<file path="config.mk">
export PLATFORM = sky130hd
export DESIGN_NAME = srtc_core
export DESIGN_NICKNAME = d
export VERILOG_FILES = /design/src/srtc_pkg.sv /design/src/srtc_core.sv /design/src/srtc_bcd_step.sv
export SDC_FILE = /design/constraint.sdc
export NUM_CORES = 1
export LEC_CHECK = 0
export BUFFER_PORTS_ARGS = -buffer_cell sky130_fd_sc_hd__buf_2
export CAP_MARGIN = 30
export CELL_PAD_IN_SITES_DETAIL_PLACEMENT = 1
export CELL_PAD_IN_SITES_GLOBAL_PLACEMENT = 1
export CORE_ASPECT_RATIO = 1.5
export CORE_MARGIN = 2
export CORE_UTILIZATION = 45
export DETAILED_ROUTE_END_ITERATION = 10
export PLACE_DENSITY_LB_ADDON = 0.1
export SLEW_MARGIN = 0
export SYNTH_ARGS = -nofsm -noshare
export SYNTH_HDL_FRONTEND = slang
export SYNTH_SLANG_ARGS = --single-unit
</file>
<file path="constraint.sdc">
create_clock -name clk -period 8.9 [get_ports clk]
set_input_delay 1.78 -clock clk [delete_from_list [all_inputs] [get_ports clk]]
set_output_delay 1.78 -clock clk [all_outputs]
set_load 0.1 [all_outputs]
</file>
<file path="src/srtc_pkg.sv">
// Shared constants, types and register layout of the serial clock/calendar
`default_nettype none
package srtc_pkg;
  // ==========================================================================
  // Timing
  localparam int CLK_PERIOD_NS = 10;
  localparam int SECOND_MS = 1000;
  localparam int SECOND_CYCLES = SECOND_MS * 1_000_000 / CLK_PERIOD_NS;
  localparam int PRESCALE_W = 27;

  // ==========================================================================
  // Register addresses
  localparam logic [2:0] ADDR_SECONDS = 3'h0;
  localparam logic [2:0] ADDR_MINUTES = 3'h1;
  localparam logic [2:0] ADDR_HOURS = 3'h2;
  localparam logic [2:0] ADDR_DAY_OF_MONTH = 3'h3;
  localparam logic [2:0] ADDR_MONTH = 3'h4;
  localparam logic [2:0] ADDR_WEEKDAY = 3'h5;
  localparam logic [2:0] ADDR_YEAR = 3'h6;
  localparam logic [2:0] ADDR_WRITE_GUARD = 3'h7;
  localparam int NUM_REGS = 8;
  localparam int NUM_FIELDS = 7;

  // ==========================================================================
  // Field positions
  localparam int OSC_HALT_BIT = 7;
  localparam int HOUR12_BIT = 7;
  localparam int PM_FLAG_BIT = 5;
  localparam int GUARD_BIT = 7;
  localparam int DIR_BIT = 0;

  // ==========================================================================
  // Command byte codes
  localparam logic [6:0] BURST_CODE = 7'h5f;
  localparam logic [3:0] TEST_CODE = 4'h9;

  // ==========================================================================
  // Reset values, writable-bit masks, BCD limits (index = address)
  localparam logic [7:0][7:0] REG_RESET = {
    8'h00, 8'h00, 8'h01, 8'h01, 8'h01, 8'h00, 8'h00, 8'h80};
  localparam logic [7:0][7:0] FIELD_MASK = {
    8'h80, 8'hff, 8'h0f, 8'h1f, 8'h3f, 8'hbf, 8'h7f, 8'hff};
  localparam logic [7:0] SEC_MAX = 8'h59;
  localparam logic [7:0] HOUR12_MAX = 8'h12;
  localparam logic [7:0] HOUR24_MAX = 8'h23;
  localparam logic [7:0] HOUR12_LAST = 8'h11;
  localparam logic [7:0] MONTH_MAX = 8'h12;
  localparam logic [7:0] WEEKDAY_MAX = 8'h07;
  localparam logic [7:0] YEAR_MAX = 8'h99;
  localparam logic [7:0] BCD_ZERO = 8'h00;
  localparam logic [7:0] BCD_ONE = 8'h01;

  // ==========================================================================
  // Types
  typedef enum logic [2:0] {
    ST_IDLE = 3'b000,
    ST_CMD = 3'b001,
    ST_WRITE = 3'b010,
    ST_READ = 3'b011,
    ST_HOLD = 3'b100
  } srtc_state_t;

  typedef struct packed {
    logic enable;
    logic sclk;
    logic sdata;
  } srtc_pins_t;

  typedef struct packed {
    logic valid;
    logic [2:0] addr;
    logic [7:0] data;
  } srtc_wr_t;
endpackage : srtc_pkg
`default_nettype wire

</file>
<file path="src/srtc_core.sv">
// Serial clock/calendar: three-wire command link and BCD timekeeping
//
// How it works
// RL1 - Time and date fields kept as BCD ranges
// RL2 - Single-byte and burst transfers both supported
// RL3 - Each transfer opens with a decoded command
// RL4 - Command bit 0 picks read or write
// RL5 - Zero writes the register, one reads it
// RL6 - Command bits 3..1 select the register
// RL7 - Addresses 0..7: time, date fields, guard
// RL8 - Upper bits 1011111 select burst transfer
// RL9 - Burst starts at zero; reads all eight, writes all but guard
// RL10 - Host avoids 1001xxx1 test commands
// RL11 - Seconds bit 7 halts the oscillator
// RL12 - Guard bit 7 refuses writes; others zero
// RL13 - Hours bit 7 selects 12 or 24
// RL14 - Hours bit 5 flags PM in 12-hour
// RL15 - Hours bit 5 is tens bit in 24-hour
// RL16 - Host sets halt and guard bits first
// RL17 - Host sends command before data byte
// RL18 - Fixed-zero bits always read back zero
// RL19 - Locked writes change nothing but guard
`timescale 1ns/1ns
`default_nettype none
module srtc_core
  import srtc_pkg::*;
#(
  parameter int SECOND_CYCLES_P = srtc_pkg::SECOND_CYCLES
) (
  // Clock and reset
  input wire logic clk,
  input wire logic reset,
  // Serial link pins
  input wire logic transfer_enable_pin,
  input wire logic sclk,
  input wire logic sdata_in,
  output logic sdata_out,
  output logic sdata_oe
);
  import srtc_pkg::*;

  // ==========================================================================
  // Pin synchronisers
  srtc_pins_t pin_s1_ff, pin_s2_ff, pin_s3_ff;
  srtc_pins_t nxt_pin_s1;
  logic sclk_rise, sclk_fall;

  always_comb begin
    nxt_pin_s1 = '{enable: transfer_enable_pin, sclk: sclk, sdata: sdata_in};
    sclk_rise = pin_s2_ff.sclk & ~pin_s3_ff.sclk;
    sclk_fall = ~pin_s2_ff.sclk & pin_s3_ff.sclk;
  end

  always_ff @(posedge clk) begin
    if (reset) begin
      pin_s1_ff <= '0;
      pin_s2_ff <= '0;
      pin_s3_ff <= '0;
    end else begin
      pin_s1_ff <= nxt_pin_s1;
      pin_s2_ff <= pin_s1_ff;
      pin_s3_ff <= pin_s2_ff;
    end
  end

  // ==========================================================================
  // Register array and timekeeping
  logic [7:0] regs_ff [NUM_REGS];
  logic [7:0] nxt_regs [NUM_REGS];
  logic [PRESCALE_W-1:0] prescale_ff, nxt_prescale;
  srtc_wr_t wr_ff, nxt_wr;
  logic [7:0] step_val [NUM_FIELDS];
  logic [7:0] step_lo [NUM_FIELDS];
  logic [7:0] step_hi [NUM_FIELDS];
  logic [7:0] step_nxt [NUM_FIELDS];
  logic step_wrap [NUM_FIELDS];
  logic halted, hour12, pm, tick, day_roll, leap;
  logic [7:0] hour_val, month_days;

  genvar gi;
  generate
    for (gi = 0; gi < NUM_FIELDS; gi++) begin : g_step
      srtc_bcd_step u_step (
        .value(step_val[gi]),
        .lo(step_lo[gi]),
        .hi(step_hi[gi]),
        .nxt(step_nxt[gi]),
        .wrap(step_wrap[gi])
      );
    end
  endgenerate

  always_comb begin
    halted = regs_ff[ADDR_SECONDS][OSC_HALT_BIT]; // RL11
    hour12 = regs_ff[ADDR_HOURS][HOUR12_BIT]; // RL13
    pm = hour12 & regs_ff[ADDR_HOURS][PM_FLAG_BIT]; // RL14
    hour_val = hour12 ? {3'b000, regs_ff[ADDR_HOURS][4:0]}
                      : {2'b00, regs_ff[ADDR_HOURS][5:0]}; // RL15
    leap = (2'({regs_ff[ADDR_YEAR][4], 1'b0}) + regs_ff[ADDR_YEAR][1:0]) == 2'b00;
    case (regs_ff[ADDR_MONTH][4:0])
      5'h02: month_days = leap ? 8'h29 : 8'h28;
      5'h04, 5'h06, 5'h09, 5'h11: month_days = 8'h30;
      default: month_days = 8'h31;
    endcase
    // Per-field BCD bounds
    step_val[ADDR_SECONDS] = {1'b0, regs_ff[ADDR_SECONDS][6:0]};
    step_lo[ADDR_SECONDS] = BCD_ZERO;
    step_hi[ADDR_SECONDS] = SEC_MAX; // RL1
    step_val[ADDR_MINUTES] = {1'b0, regs_ff[ADDR_MINUTES][6:0]};
    step_lo[ADDR_MINUTES] = BCD_ZERO;
    step_hi[ADDR_MINUTES] = SEC_MAX;
    step_val[ADDR_HOURS] = hour_val;
    step_lo[ADDR_HOURS] = hour12 ? BCD_ONE : BCD_ZERO;
    step_hi[ADDR_HOURS] = hour12 ? HOUR12_MAX : HOUR24_MAX;
    step_val[ADDR_DAY_OF_MONTH] = {2'b00, regs_ff[ADDR_DAY_OF_MONTH][5:0]};
    step_lo[ADDR_DAY_OF_MONTH] = BCD_ONE;
    step_hi[ADDR_DAY_OF_MONTH] = month_days;
    step_val[ADDR_MONTH] = {3'b000, regs_ff[ADDR_MONTH][4:0]};
    step_lo[ADDR_MONTH] = BCD_ONE;
    step_hi[ADDR_MONTH] = MONTH_MAX;
    step_val[ADDR_WEEKDAY] = {4'h0, regs_ff[ADDR_WEEKDAY][3:0]};
    step_lo[ADDR_WEEKDAY] = BCD_ONE;
    step_hi[ADDR_WEEKDAY] = WEEKDAY_MAX;
    step_val[ADDR_YEAR] = regs_ff[ADDR_YEAR];
    step_lo[ADDR_YEAR] = BCD_ZERO;
    step_hi[ADDR_YEAR] = YEAR_MAX;

    tick = ~halted && (prescale_ff == PRESCALE_W'(SECOND_CYCLES_P - 1));
    nxt_prescale = (halted || tick) ? '0 : prescale_ff + PRESCALE_W'(1); // RL11
    day_roll = hour12 ? (pm && hour_val == HOUR12_LAST) : step_wrap[ADDR_HOURS];

    for (int i = 0; i < NUM_REGS; i++) begin
      nxt_regs[i] = regs_ff[i];
    end
    if (tick) begin
      nxt_regs[ADDR_SECONDS] = {1'b0, step_nxt[ADDR_SECONDS][6:0]};
      if (step_wrap[ADDR_SECONDS]) begin
        nxt_regs[ADDR_MINUTES] = step_nxt[ADDR_MINUTES];
        if (step_wrap[ADDR_MINUTES]) begin
          if (hour12) begin
            nxt_regs[ADDR_HOURS] = {2'b10, pm ^ (hour_val == HOUR12_LAST),
                                    step_nxt[ADDR_HOURS][4:0]}; // RL14
          end else begin
            nxt_regs[ADDR_HOURS] = {2'b00, step_nxt[ADDR_HOURS][5:0]}; // RL15
          end
          if (day_roll) begin
            nxt_regs[ADDR_DAY_OF_MONTH] = step_nxt[ADDR_DAY_OF_MONTH];
            nxt_regs[ADDR_WEEKDAY] = step_nxt[ADDR_WEEKDAY];
            if (step_wrap[ADDR_DAY_OF_MONTH]) begin
              nxt_regs[ADDR_MONTH] = step_nxt[ADDR_MONTH];
              if (step_wrap[ADDR_MONTH]) begin
                nxt_regs[ADDR_YEAR] = step_nxt[ADDR_YEAR];
              end
            end
          end
        end
      end
    end
    // Host write overrides the count in the same cycle
    if (wr_ff.valid) begin
      nxt_regs[wr_ff.addr] = wr_ff.data & FIELD_MASK[wr_ff.addr]; // RL18
      if (wr_ff.addr == ADDR_SECONDS) begin
        nxt_prescale = '0;
      end
    end
  end

  always_ff @(posedge clk) begin
    if (reset) begin
      prescale_ff <= '0;
      for (int i = 0; i < NUM_REGS; i++) begin
        regs_ff[i] <= REG_RESET[i];
      end
    end else begin
      prescale_ff <= nxt_prescale;
      for (int i = 0; i < NUM_REGS; i++) begin
        regs_ff[i] <= nxt_regs[i];
      end
    end
  end

  // ==========================================================================
  // Serial command and data engine
  srtc_state_t state_ff, nxt_state;
  logic [7:0] shift_ff, nxt_shift;
  logic [2:0] bit_cnt_ff, nxt_bit_cnt;
  logic [2:0] addr_ff, nxt_addr;
  logic burst_ff, nxt_burst;
  logic sdata_out_ff, nxt_sdata_out;
  logic sdata_oe_ff, nxt_sdata_oe;
  logic [7:0] in_byte;
  logic [2:0] next_addr;
  logic wr_allowed;

  always_comb begin
    nxt_state = state_ff;
    nxt_shift = shift_ff;
    nxt_bit_cnt = bit_cnt_ff;
    nxt_addr = addr_ff;
    nxt_burst = burst_ff;
    nxt_sdata_out = sdata_out_ff;
    nxt_sdata_oe = sdata_oe_ff;
    nxt_wr = '0;
    in_byte = {pin_s2_ff.sdata, shift_ff[7:1]}; // Bit 0 arrives first
    next_addr = burst_ff ? addr_ff + 3'h1 : addr_ff; // RL9
    wr_allowed = (~regs_ff[ADDR_WRITE_GUARD][GUARD_BIT] || addr_ff == ADDR_WRITE_GUARD)
                 && ~(burst_ff && addr_ff == ADDR_WRITE_GUARD); // RL12 RL19

    if (!pin_s2_ff.enable) begin
      nxt_state = ST_IDLE;
      nxt_sdata_oe = 1'b0;
      nxt_sdata_out = 1'b0;
    end else begin
      case (state_ff)
        ST_IDLE: begin
          nxt_state = ST_CMD;
          nxt_bit_cnt = 3'h0;
          nxt_shift = 8'h00;
        end
        ST_CMD: begin
          if (sclk_rise) begin
            nxt_shift = in_byte;
            nxt_bit_cnt = bit_cnt_ff + 3'h1;
            if (bit_cnt_ff == 3'h7) begin // RL3
              nxt_burst = (in_byte[7:1] == BURST_CODE); // RL8
              nxt_addr = nxt_burst ? ADDR_SECONDS : in_byte[3:1]; // RL6 RL7 RL9
              if (!in_byte[7] || (in_byte[7:4] == TEST_CODE && in_byte[DIR_BIT])) begin
                nxt_state = ST_HOLD; // RL10
              end else if (in_byte[DIR_BIT]) begin // RL4 RL5
                nxt_state = ST_READ;
                nxt_shift = regs_ff[nxt_addr];
              end else begin
                nxt_state = ST_WRITE;
              end
            end
          end
        end
        ST_WRITE: begin
          if (sclk_rise) begin
            nxt_shift = in_byte;
            nxt_bit_cnt = bit_cnt_ff + 3'h1;
            if (bit_cnt_ff == 3'h7) begin
              nxt_wr = '{valid: wr_allowed, addr: addr_ff, data: in_byte}; // RL5 RL12
              nxt_addr = next_addr;
              // Burst write ends at the guard byte
              if (!burst_ff || addr_ff == ADDR_WRITE_GUARD) begin
                nxt_state = ST_HOLD; // RL2
              end
            end
          end
        end
        ST_READ: begin
          // Bits leave on the falling clock edge
          if (sclk_fall) begin
            nxt_sdata_oe = 1'b1;
            nxt_sdata_out = shift_ff[0];
            nxt_bit_cnt = bit_cnt_ff + 3'h1;
            if (bit_cnt_ff == 3'h7) begin // RL2 RL9
              nxt_addr = next_addr;
              nxt_shift = regs_ff[next_addr];
            end else begin
              nxt_shift = {1'b0, shift_ff[7:1]};
            end
          end
        end
        ST_HOLD: begin
          nxt_state = ST_HOLD;
        end
        default: begin
          nxt_state = ST_IDLE;
        end
      endcase
    end
  end

  always_ff @(posedge clk) begin
    if (reset) begin
      state_ff <= ST_IDLE;
      shift_ff <= 8'h00;
      bit_cnt_ff <= 3'h0;
      addr_ff <= 3'h0;
      burst_ff <= 1'b0;
      sdata_out_ff <= 1'b0;
      sdata_oe_ff <= 1'b0;
      wr_ff <= '0;
    end else begin
      state_ff <= nxt_state;
      shift_ff <= nxt_shift;
      bit_cnt_ff <= nxt_bit_cnt;
      addr_ff <= nxt_addr;
      burst_ff <= nxt_burst;
      sdata_out_ff <= nxt_sdata_out;
      sdata_oe_ff <= nxt_sdata_oe;
      wr_ff <= nxt_wr;
    end
  end

  assign sdata_out = sdata_out_ff;
  assign sdata_oe = sdata_oe_ff;
endmodule : srtc_core
`default_nettype wire

</file>
<file path="src/srtc_bcd_step.sv">
// Two-digit BCD increment with wrap to a lower bound
`timescale 1ns/1ns
`default_nettype none
module srtc_bcd_step (
  // Current value and limits
  input wire logic [7:0] value,
  input wire logic [7:0] lo,
  input wire logic [7:0] hi,
  // Result
  output logic [7:0] nxt,
  output logic wrap
);
  logic [7:0] inc;

  always_comb begin
    wrap = (value >= hi);
    if (value[3:0] >= 4'h9) begin
      inc = {value[7:4] + 4'h1, 4'h0};
    end else begin
      inc = {value[7:4], value[3:0] + 4'h1};
    end
    nxt = wrap ? lo : inc;
  end
endmodule : srtc_bcd_step
`default_nettype wire

</file>
==> results of run 1 <==
-- power by group through the flow --
stage	Clock [mW]	Sequential [mW]	Combinational (mW)
CTS	0.758	0.613	0.0383
finish	0.753	0.613	0.0388
floorplan	0	0.624	0.0285
global placement	0	0.626	0.0365
detailed placement	0	0.626	0.0381
global route	0.786	0.613	0.0421
-- placed cells by master, fill, tap and decap left out, drive strengths merged, types with 14 or more instances in the layout --
master / n
a21oi: 56
a31oi: 23
and2: 18
buf: 18
clkbuf: 20
dfxtp: 135
ha: 41
inv: 40
mux2i: 30
mux4: 20
nand2: 69
nand2b: 14
nand3: 42
nand4: 18
nor2: 126
nor2b: 17
nor3: 28
o21ai: 37
xnor2: 15
xor2: 16
-- sequential cells by signal (all words and copies together), names as in the netlist, named ones only --
name and cells:
burst_ff 1, pin_s2_ff 2, shift_ff 8, in_byte 1
sdata_out 1, addr_ff 3, sdata_oe 1, wr_ff 12
pin_s1_ff 3, prescale_ff 27, state_ff 3, pin_s3_ff 1
bit_cnt_ff 3, regs_ff 64
-- worst min-delay path by stage --
stage	start	endpoint	slack, ns	cells past startpoint
5_1_grt	pin_s1_ff[0]$_SDFF_PP0_	in_byte[7]$_SDFF_PP0_	0.46	1
6_report	pin_s1_ff[1]$_SDFF_PP0_	pin_s2_ff[1]$_SDFF_PP0_	0.44	1
3_3_place_gp	pin_s1_ff[2]$_SDFF_PP0_	pin_s2_ff[2]$_SDFF_PP0_	0.42	1
4_1_cts	pin_s1_ff[1]$_SDFF_PP0_	pin_s2_ff[1]$_SDFF_PP0_	0.44	1
2_1_floorplan	prescale_ff[0]$_SDFF_PP0_	prescale_ff[0]$_SDFF_PP0_	0.41	1
3_5_place_dp	pin_s1_ff[1]$_SDFF_PP0_	pin_s2_ff[1]$_SDFF_PP0_	0.43	1
-- cell type report --
class / instances / area (µm²)
Clock buffer: 19 / 442.9
Tap cell: 252 / 315.3
Sequential cell: 135 / 2703
Multi-Input combinational cell: 759 / 5304
Fill cell: 2195 / 9196
Inverter: 37 / 138.9
Timing Repair Buffer: 19 / 125.1
Clock inverter: 13 / 168.9
-- worst max-delay path, stage by stage (launching register included) --
cell and delay [ns]:
dfxtp_1 0.49, ha_1 0.31, nor4b_1 0.43, inv_1 0.15
o32ai_1 0.36, ha_1 0.29, or4b_1 0.51, a211o_1 0.35
o211a_2 0.23, nand4_1 0.39, nand3_1 0.22, o32ai_1 0.16
-- stage by stage --
stage / setup WS, ns / cell area [µm²] / utilization
floorplan: 5.726 / 8396 / -
global placement: 4.649 / 8573 / 0.4661
detailed placement: 4.505 / 8578 / 0.4664
CTS: 4.984 / 9190 / 0.4996
global route: 4.719 / 9198 / 0.5000
finish: 4.875 / 9198 / 0.5000
-- layer usage --
metal / vias up / routed length [µm]
met5: - / 0
met4: 0 / 2310
met3: 123 / 1570
met2: 295 / 15420
met1: 4011 / 11220
li1: 3629 / -
-- cells by family after synthesis --
family	count (synthesis)	synth area share
buffers and inverters	94	0.04709
AO/OA/AOI/OAI	236	0.1966
flip-flops	135	0.3219
AND/OR/NAND/NOR	392	0.2382
XOR/XNOR	31	0.03323
multiplexers	59	0.1019
adder cells (fa/ha/maj)	41	0.06110
==> qor.txt, run 1 <==
Antenna Nets Post-Route: 0
RSZ-0062 raised after global routing: false
Top post-synthesis cells by count: dfxtp_1, nor2_1, nand2_1
Critical Path Sink Type: flop
Sequential area share after synthesis: 0.3219
Count leader, synth: dfxtp_1
Hold slack final: 0.4386 ns
Placer congestion estimate: 0.9380
Synth Instances: 988
Pre-Repair DR Iteration Count: 5
Core area: 0.01839 mm²
Dominant synthesized flop cell: dfxtp_1
Total power: 1.405 mW
Flop pwr share: 0.436
Grt met3 use: 0.06131
Ys async rst share: 0
# port buffers: 6
Hold Crit Class: flop to flop
Worst R2R Path Depth: 11
CTS hold repair buffers: 0
Fraction of layout cells with a size suffix above 1: 0.1039
GRT met1 Usage: 0.3373
Placed Cells: 1201
Crit Path Max Fanout: 12
Tmin final: 4.025 ns
Htree depth: 4
Mapped Area: 0.008396 mm²
Top cells by area, synth: dfxtp_1, ha_1, nor2_1
Clk_skew: 0.01025 ns
Critical Path Source: regs_ff[4][1]$_SDFF_PP0_
Measured slew at the worst slew-check pin: 1.069 ns
Crit path DAT: 4.37 ns
Cell variety after synth: 89
Setup violators final: 0
FF+latch count, synth: 135
Clock Power Share: 0.536
Total track usage: 0.3160
Crit Path Category: flop to flop
Die width: 115.5 µm
Via Count: 8058
Largest net degree at the start of global routing: 47
Critical Path RT: 9.24 ns
R2R setup slack: 4.87 ns
Startpoint Class: flop
Non-Filler Instances: 1234
Final slew viol count: 0
Post-route DRC violation count: 0
Global-route track usage on met2: 0.5487
Die Ht: 171.3 µm
CTS tree: yes
Setup repair bufs after CTS: 0
Final nets: 1015
Clk root buf: clkbuf_16
CP endpoint: regs_ff[3][5]$_SDFF_PP0_
Biggest area consumer among synthesized cells: dfxtp_1
Post-CTS sizing: 0
Max_cap viols: 0
Avg WL per Cell: 24.74 µm
Final WL: 30530 µm
Clk slew on worst S/H paths: 0.06 ns
Pwr dens: 152.7 mW/mm²
Ys Warns: 0
Sw frac: 0.2366
R2R Path Start: regs_ff[4][1]$_SDFF_PP0_
Io pins: 7
Fin. Hold Viols: 0
Combinational Power Share: 0.028
Clock sinks: 135
Antenna violations before repair: 0
Worst-Skew Late Latency: 0.45 ns
Outcome: complete, no violations
Final critical-path share of the clock period: 0.4523
Rows: 61
RR Endpoint: regs_ff[3][5]$_SDFF_PP0_
Clk buf depth: 2
TritonCTS Buffers: 17
Peak VDD IR: 0.0001303 V
Max Freq: 0.2484 GHz
HPWL Detailed: 22610 µm
Pleak: 3.206 nW
Yosys top cell area share: 0.3219
Internal power: 1.072 mW
EDFF count, synth: 0
First-pass GRT wire length: 47150 µm
Full die area: 0.01979 mm²
Vias in the first global route: 8443
Average size of a mapped cell: 8.498 µm²
Most Crowded Layer GR: met2
Syn nets: 1034
Antenna Diode Count: 0
Fin Setup TNS: 0 ns
Avg Vias per Cell: 6.530
Slew HR: 0.2861
DR iter-0 viols: 501
Net load switching power: 0.3325 mW
Area grow syn2layout: 9.553%
Starting Density: 0.4564
GRT overflow: 0
(Power assumes the default switching activity.)
==> run 2: changes to the inputs <==
--- a/config.mk
+++ b/config.mk
@@ -5,6 +5,7 @@
 export SDC_FILE = /design/constraint.sdc
 export NUM_CORES = 1
 export LEC_CHECK = 0
+export ABC_AREA = 1
 export BUFFER_PORTS_ARGS = -buffer_cell sky130_fd_sc_hd__buf_2
 export CAP_MARGIN = 30
 export CELL_PAD_IN_SITES_DETAIL_PLACEMENT = 1
==> constraint.sdc (replaced) <==
create_clock -name clk -period 3.88 [get_ports clk]
set_input_delay 0.776 -clock clk [delete_from_list [all_inputs] [get_ports clk]]
set_output_delay 0.776 -clock clk [all_outputs]
set_load 0.1 [all_outputs]
==> qor.txt, run 2 <==
Critical Path RT: 4.22 ns (-5.02 ns)
Critical Path Source: regs_ff[4][0]$_SDFF_PP1_
Vias in the first global route: 9191 (+8.9%)
Total track usage: 0.3202 (+0.004226)
Measured slew at the worst slew-check pin: 0.9705 ns (-0.09799 ns)
Antenna Nets Post-Route: 0 (unchanged)
EDFF count, synth: 0 (unchanged)
Die Ht: 172.2 µm (+0.53%)
Full die area: 0.02000 mm² (+1.1%)
Post-Synth Simple-Gate Area: 0.2744 (+0.03621)
Crit path DAT: 3.26 ns (-1.11 ns)
Max Freq: 0.3423 GHz (+38%)
First-pass GRT wire length: 48710 µm (+3.3%)
Rows: 61 (unchanged)
FF+latch count, synth: 135 (unchanged)
Pleak: 3.809 nW (+19%)
Avg WL per Cell: 19.51 µm (-21%)
Commonest non-fill, non-tap cell in the layout: nand2_1
DP Area: 0.008745 mm² (+1.9%)
R2R Path Start: regs_ff[4][0]$_SDFF_PP1_
Peak VDD IR: 0.0003430 V (+160%)
Biggest area consumer among synthesized cells: dfxtp_1
Startpoint Class: flop
Top cells by area, synth: dfxtp_1, nand2_1, inv_1
Max_cap viols: 0 (unchanged)
Commonest cells after routing, fill and taps aside: nand2_1, inv_1, nor2_1
CTS hold repair buffers: 0 (unchanged)
Tmin final: 2.922 ns (-1.104 ns)
Clk_skew: 0.01106 ns (+0.0008038 ns)
RSZ-0062 raised after global routing: false
Largest net degree at the start of global routing: 62 (+32%)
Slew HR: 0.3486 (+0.06253)
Max stage delay on crit path: 0.35 ns (-0.16 ns)
GRT overflow: 0 (unchanged)
Pwr dens: 335.5 mW/mm² (+120%)
Clk slew on worst S/H paths: 0.07 ns (about the same)
Starting Density: 0.4576 (+0.001168)
Post-synthesis mux area share: 0 (-0.1019)
Hold Startpoint: pin_s1_ff[1]$_SDFF_PP0_
Io pins: 7 (unchanged)
Antenna violations before repair: 0 (unchanged)
Average size of a mapped cell: 6.554 µm² (-23%)
DR iter-0 viols: 442 (-12%)
Avg Vias per Cell: 5.675 (-13%)
Finished layout cell area: 0.009320 mm² (+1.3%)
Sequential area share after synthesis: 0.3184 (-0.003464)
Ys Warns: 0 (unchanged)
Total power: 3.127 mW (+120%)
XOR/XNOR Fraction of Synth Area: 0.01651 (-0.01672)
Clock Power Share: 0.522 (-0.014)
Flop pwr share: 0.447 (+0.011)
Largest regs: regs_ff x64, prescale_ff x27, wr_ff x12
Mapped Area: 0.008487 mm² (+1.1%)
Area share of fa/ha/maj cells after synthesis: 0.06045 (-0.0006576)
Fraction of layout cells with a size suffix above 1: 0.06595 (-0.03792)
Setup repair bufs after CTS: 0 (unchanged)
# port buffers: 6 (unchanged)
Top post-synthesis cells by count: nand2_1, inv_1, nor2_1
Yosys top cell area share: 0.3184 (-0.003464)
Htree depth: 4 (unchanged)
Clk buf depth: 2 (unchanged)
Hold Crit Class: flop to flop
Sw frac: 0.2442 (+0.007531)
Ys async rst share: 0 (unchanged)
Delay-heaviest family, CP: simple AND/OR/NAND/NOR gates
HPWL Detailed: 22990 µm (+1.7%)
Cell variety after synth: 50 (-44%)
Die width: 116.1 µm (+0.52%)
Post-route DRC violation count: 0 (unchanged)
Final slew viol count: 0 (unchanged)
Count leader, synth: nand2_1
Core area: 0.01855 mm² (+0.83%)
Worst-Skew Late Latency: 0.44 ns (about the same)
Crit Path Category: flop to flop
Final nets: 1338 (+32%)
Clk root buf: clkbuf_16
Net load switching power: 0.7636 mW (+130%)
Syn nets: 1341 (+30%)
Fin Setup TNS: 0 ns (unchanged)
Placer congestion estimate: 0.9584 (+2.2%)
Outcome: complete, no violations
Biggest register: regs_ff
Fin. Hold Viols: 0 (unchanged)
Post-CTS sizing: 0 (unchanged)
CP Cell Sequence: inv_1 > ha_1 > inv_1 > nor3_1 > inv_1 > o311ai_0 > o21ai_0 > ha_1 > nand4_1 > nand3_1 > inv_1 > nor2_8 > nand2_4 > nand2_1 > o21ai_1 > o21bai_1 > inv_1
Dominant synthesized flop cell: dfxtp_1
Crit Path Max Fanout: 9 (-3)
Combinational Power Share: 0.031 (+0.003)
Final WL: 30360 µm (-0.53%)
Hold slack final: 0.4089 ns (-0.02971 ns)
Final critical-path share of the clock period: 0.7530 (+0.3008)
Compound-cell area share of the yosys netlist: 0.2214 (+0.02486)
Pre-Repair DR Iteration Count: 5 (unchanged)
Slowest CP cell: dfxtp_1
Internal power: 2.364 mW (+120%)
CTS tree: yes
Via Count: 8830 (+9.6%)
Synth Instances: 1295 (+31%)
Worst Path Buf+Inv: 5 (+4)
Antenna Diode Count: 0 (unchanged)
Worst path most repeated cell: inv_1
Critical Path Sink Type: flop
TritonCTS Buffers: 17 (unchanged)
Setup violators final: 0 (unchanged)
Max reg flops: 64 (unchanged)
Clock sinks: 135 (unchanged)
Area grow syn2layout: 9.819%
Largest family of logic cells by synthesized area: simple AND/OR/NAND/NOR gates
[run 2: cell count changes in the layout (fill, tap and decap cells not counted), sizes merged, moves of 14 or more]
cell    previous run  this run
nand2             69       253
and2              18         0
a31oi             23         7
nand2b            14         0
nor2             126       146
o211ai            10        40
mux4              20         0
inv               40       196
a21oi             56       108
o21ai             37       143
nor2b             17         0
nand3             42        90
mux2i             30         0
[run 2: through the flow]
step                      setup WS, ns  utilization  instances
after detailed placement        0.9569       0.4715       1525
after floorplan                  1.382            -       1295
after CTS                       0.9531       0.5025       1556
after global routing            0.6694       0.5025       1556
after global placement           1.164       0.4711       1524
final                           0.9582       0.5025       1556
[run 2: layout make-up]
| class | instances | area (µm²) |
|---|---|---|
| multi-input cells | 923 | 4861 |
| flip-flops and latches | 135 | 2703 |
| clock buffers | 17 | 425.4 |
| well taps | 252 | 315.3 |
| clock inverters | 14 | 150.1 |
| inverters | 196 | 738.2 |
| repair buffers | 19 | 127.6 |
| fillers | 2547 | 9226 |
[run 2: routing by layer]
| layer | routed length [µm] | vias to the layer above | GRT usage |
|---|---|---|---|
| met4 | 2406 | 0 | 0.2386 |
| met2 | 15440 | 212 | 0.5746 |
| met3 | 1154 | 101 | 0.05117 |
| li1 | - | 4273 | - |
| met1 | 11360 | 4244 | 0.3298 |
| met5 | 0 | - | 0 |
[run 2: power by group through the flow]
stage               Sequential, mW  Clock [mW]  Combinational (mW)
floorplan                     1.43           0              0.0631
global placement              1.43           0              0.0945
detailed placement            1.43           0              0.0953
CTS                           1.40        1.65              0.0965
global route                  1.40        1.70               0.107
finish                        1.40        1.63              0.0973
[run 2: worst paths after layout]
path,depth (start not counted),slack [ns],to
hold / removal,2,0.41,pin_s2_ff[1]$_SDFF_PP0_
hold reg to reg,2,0.41,pin_s2_ff[1]$_SDFF_PP0_
setup / recovery,17,0.96,regs_ff[6][2]$_SDFF_PP0_
setup reg to reg,17,0.96,regs_ff[6][2]$_SDFF_PP0_
[run 2: tightest hold or removal path, cell delays in order (launching register included)]
cell,delay [ns]
dfxtp_1,0.30
inv_1,0.04
nor2_1,0.03
[run 2: logic make-up (layout without fill, tap and decap cells)]
kind of cell | after synthesis | in the layout
AND/OR/NAND/NOR | 534 | 534
AO/OA/AOI/OAI | 332 | 332
buffers and inverters | 237 | 246
flip-flops | 135 | 135
adder cells (fa/ha/maj) | 41 | 41
XOR/XNOR | 16 | 16
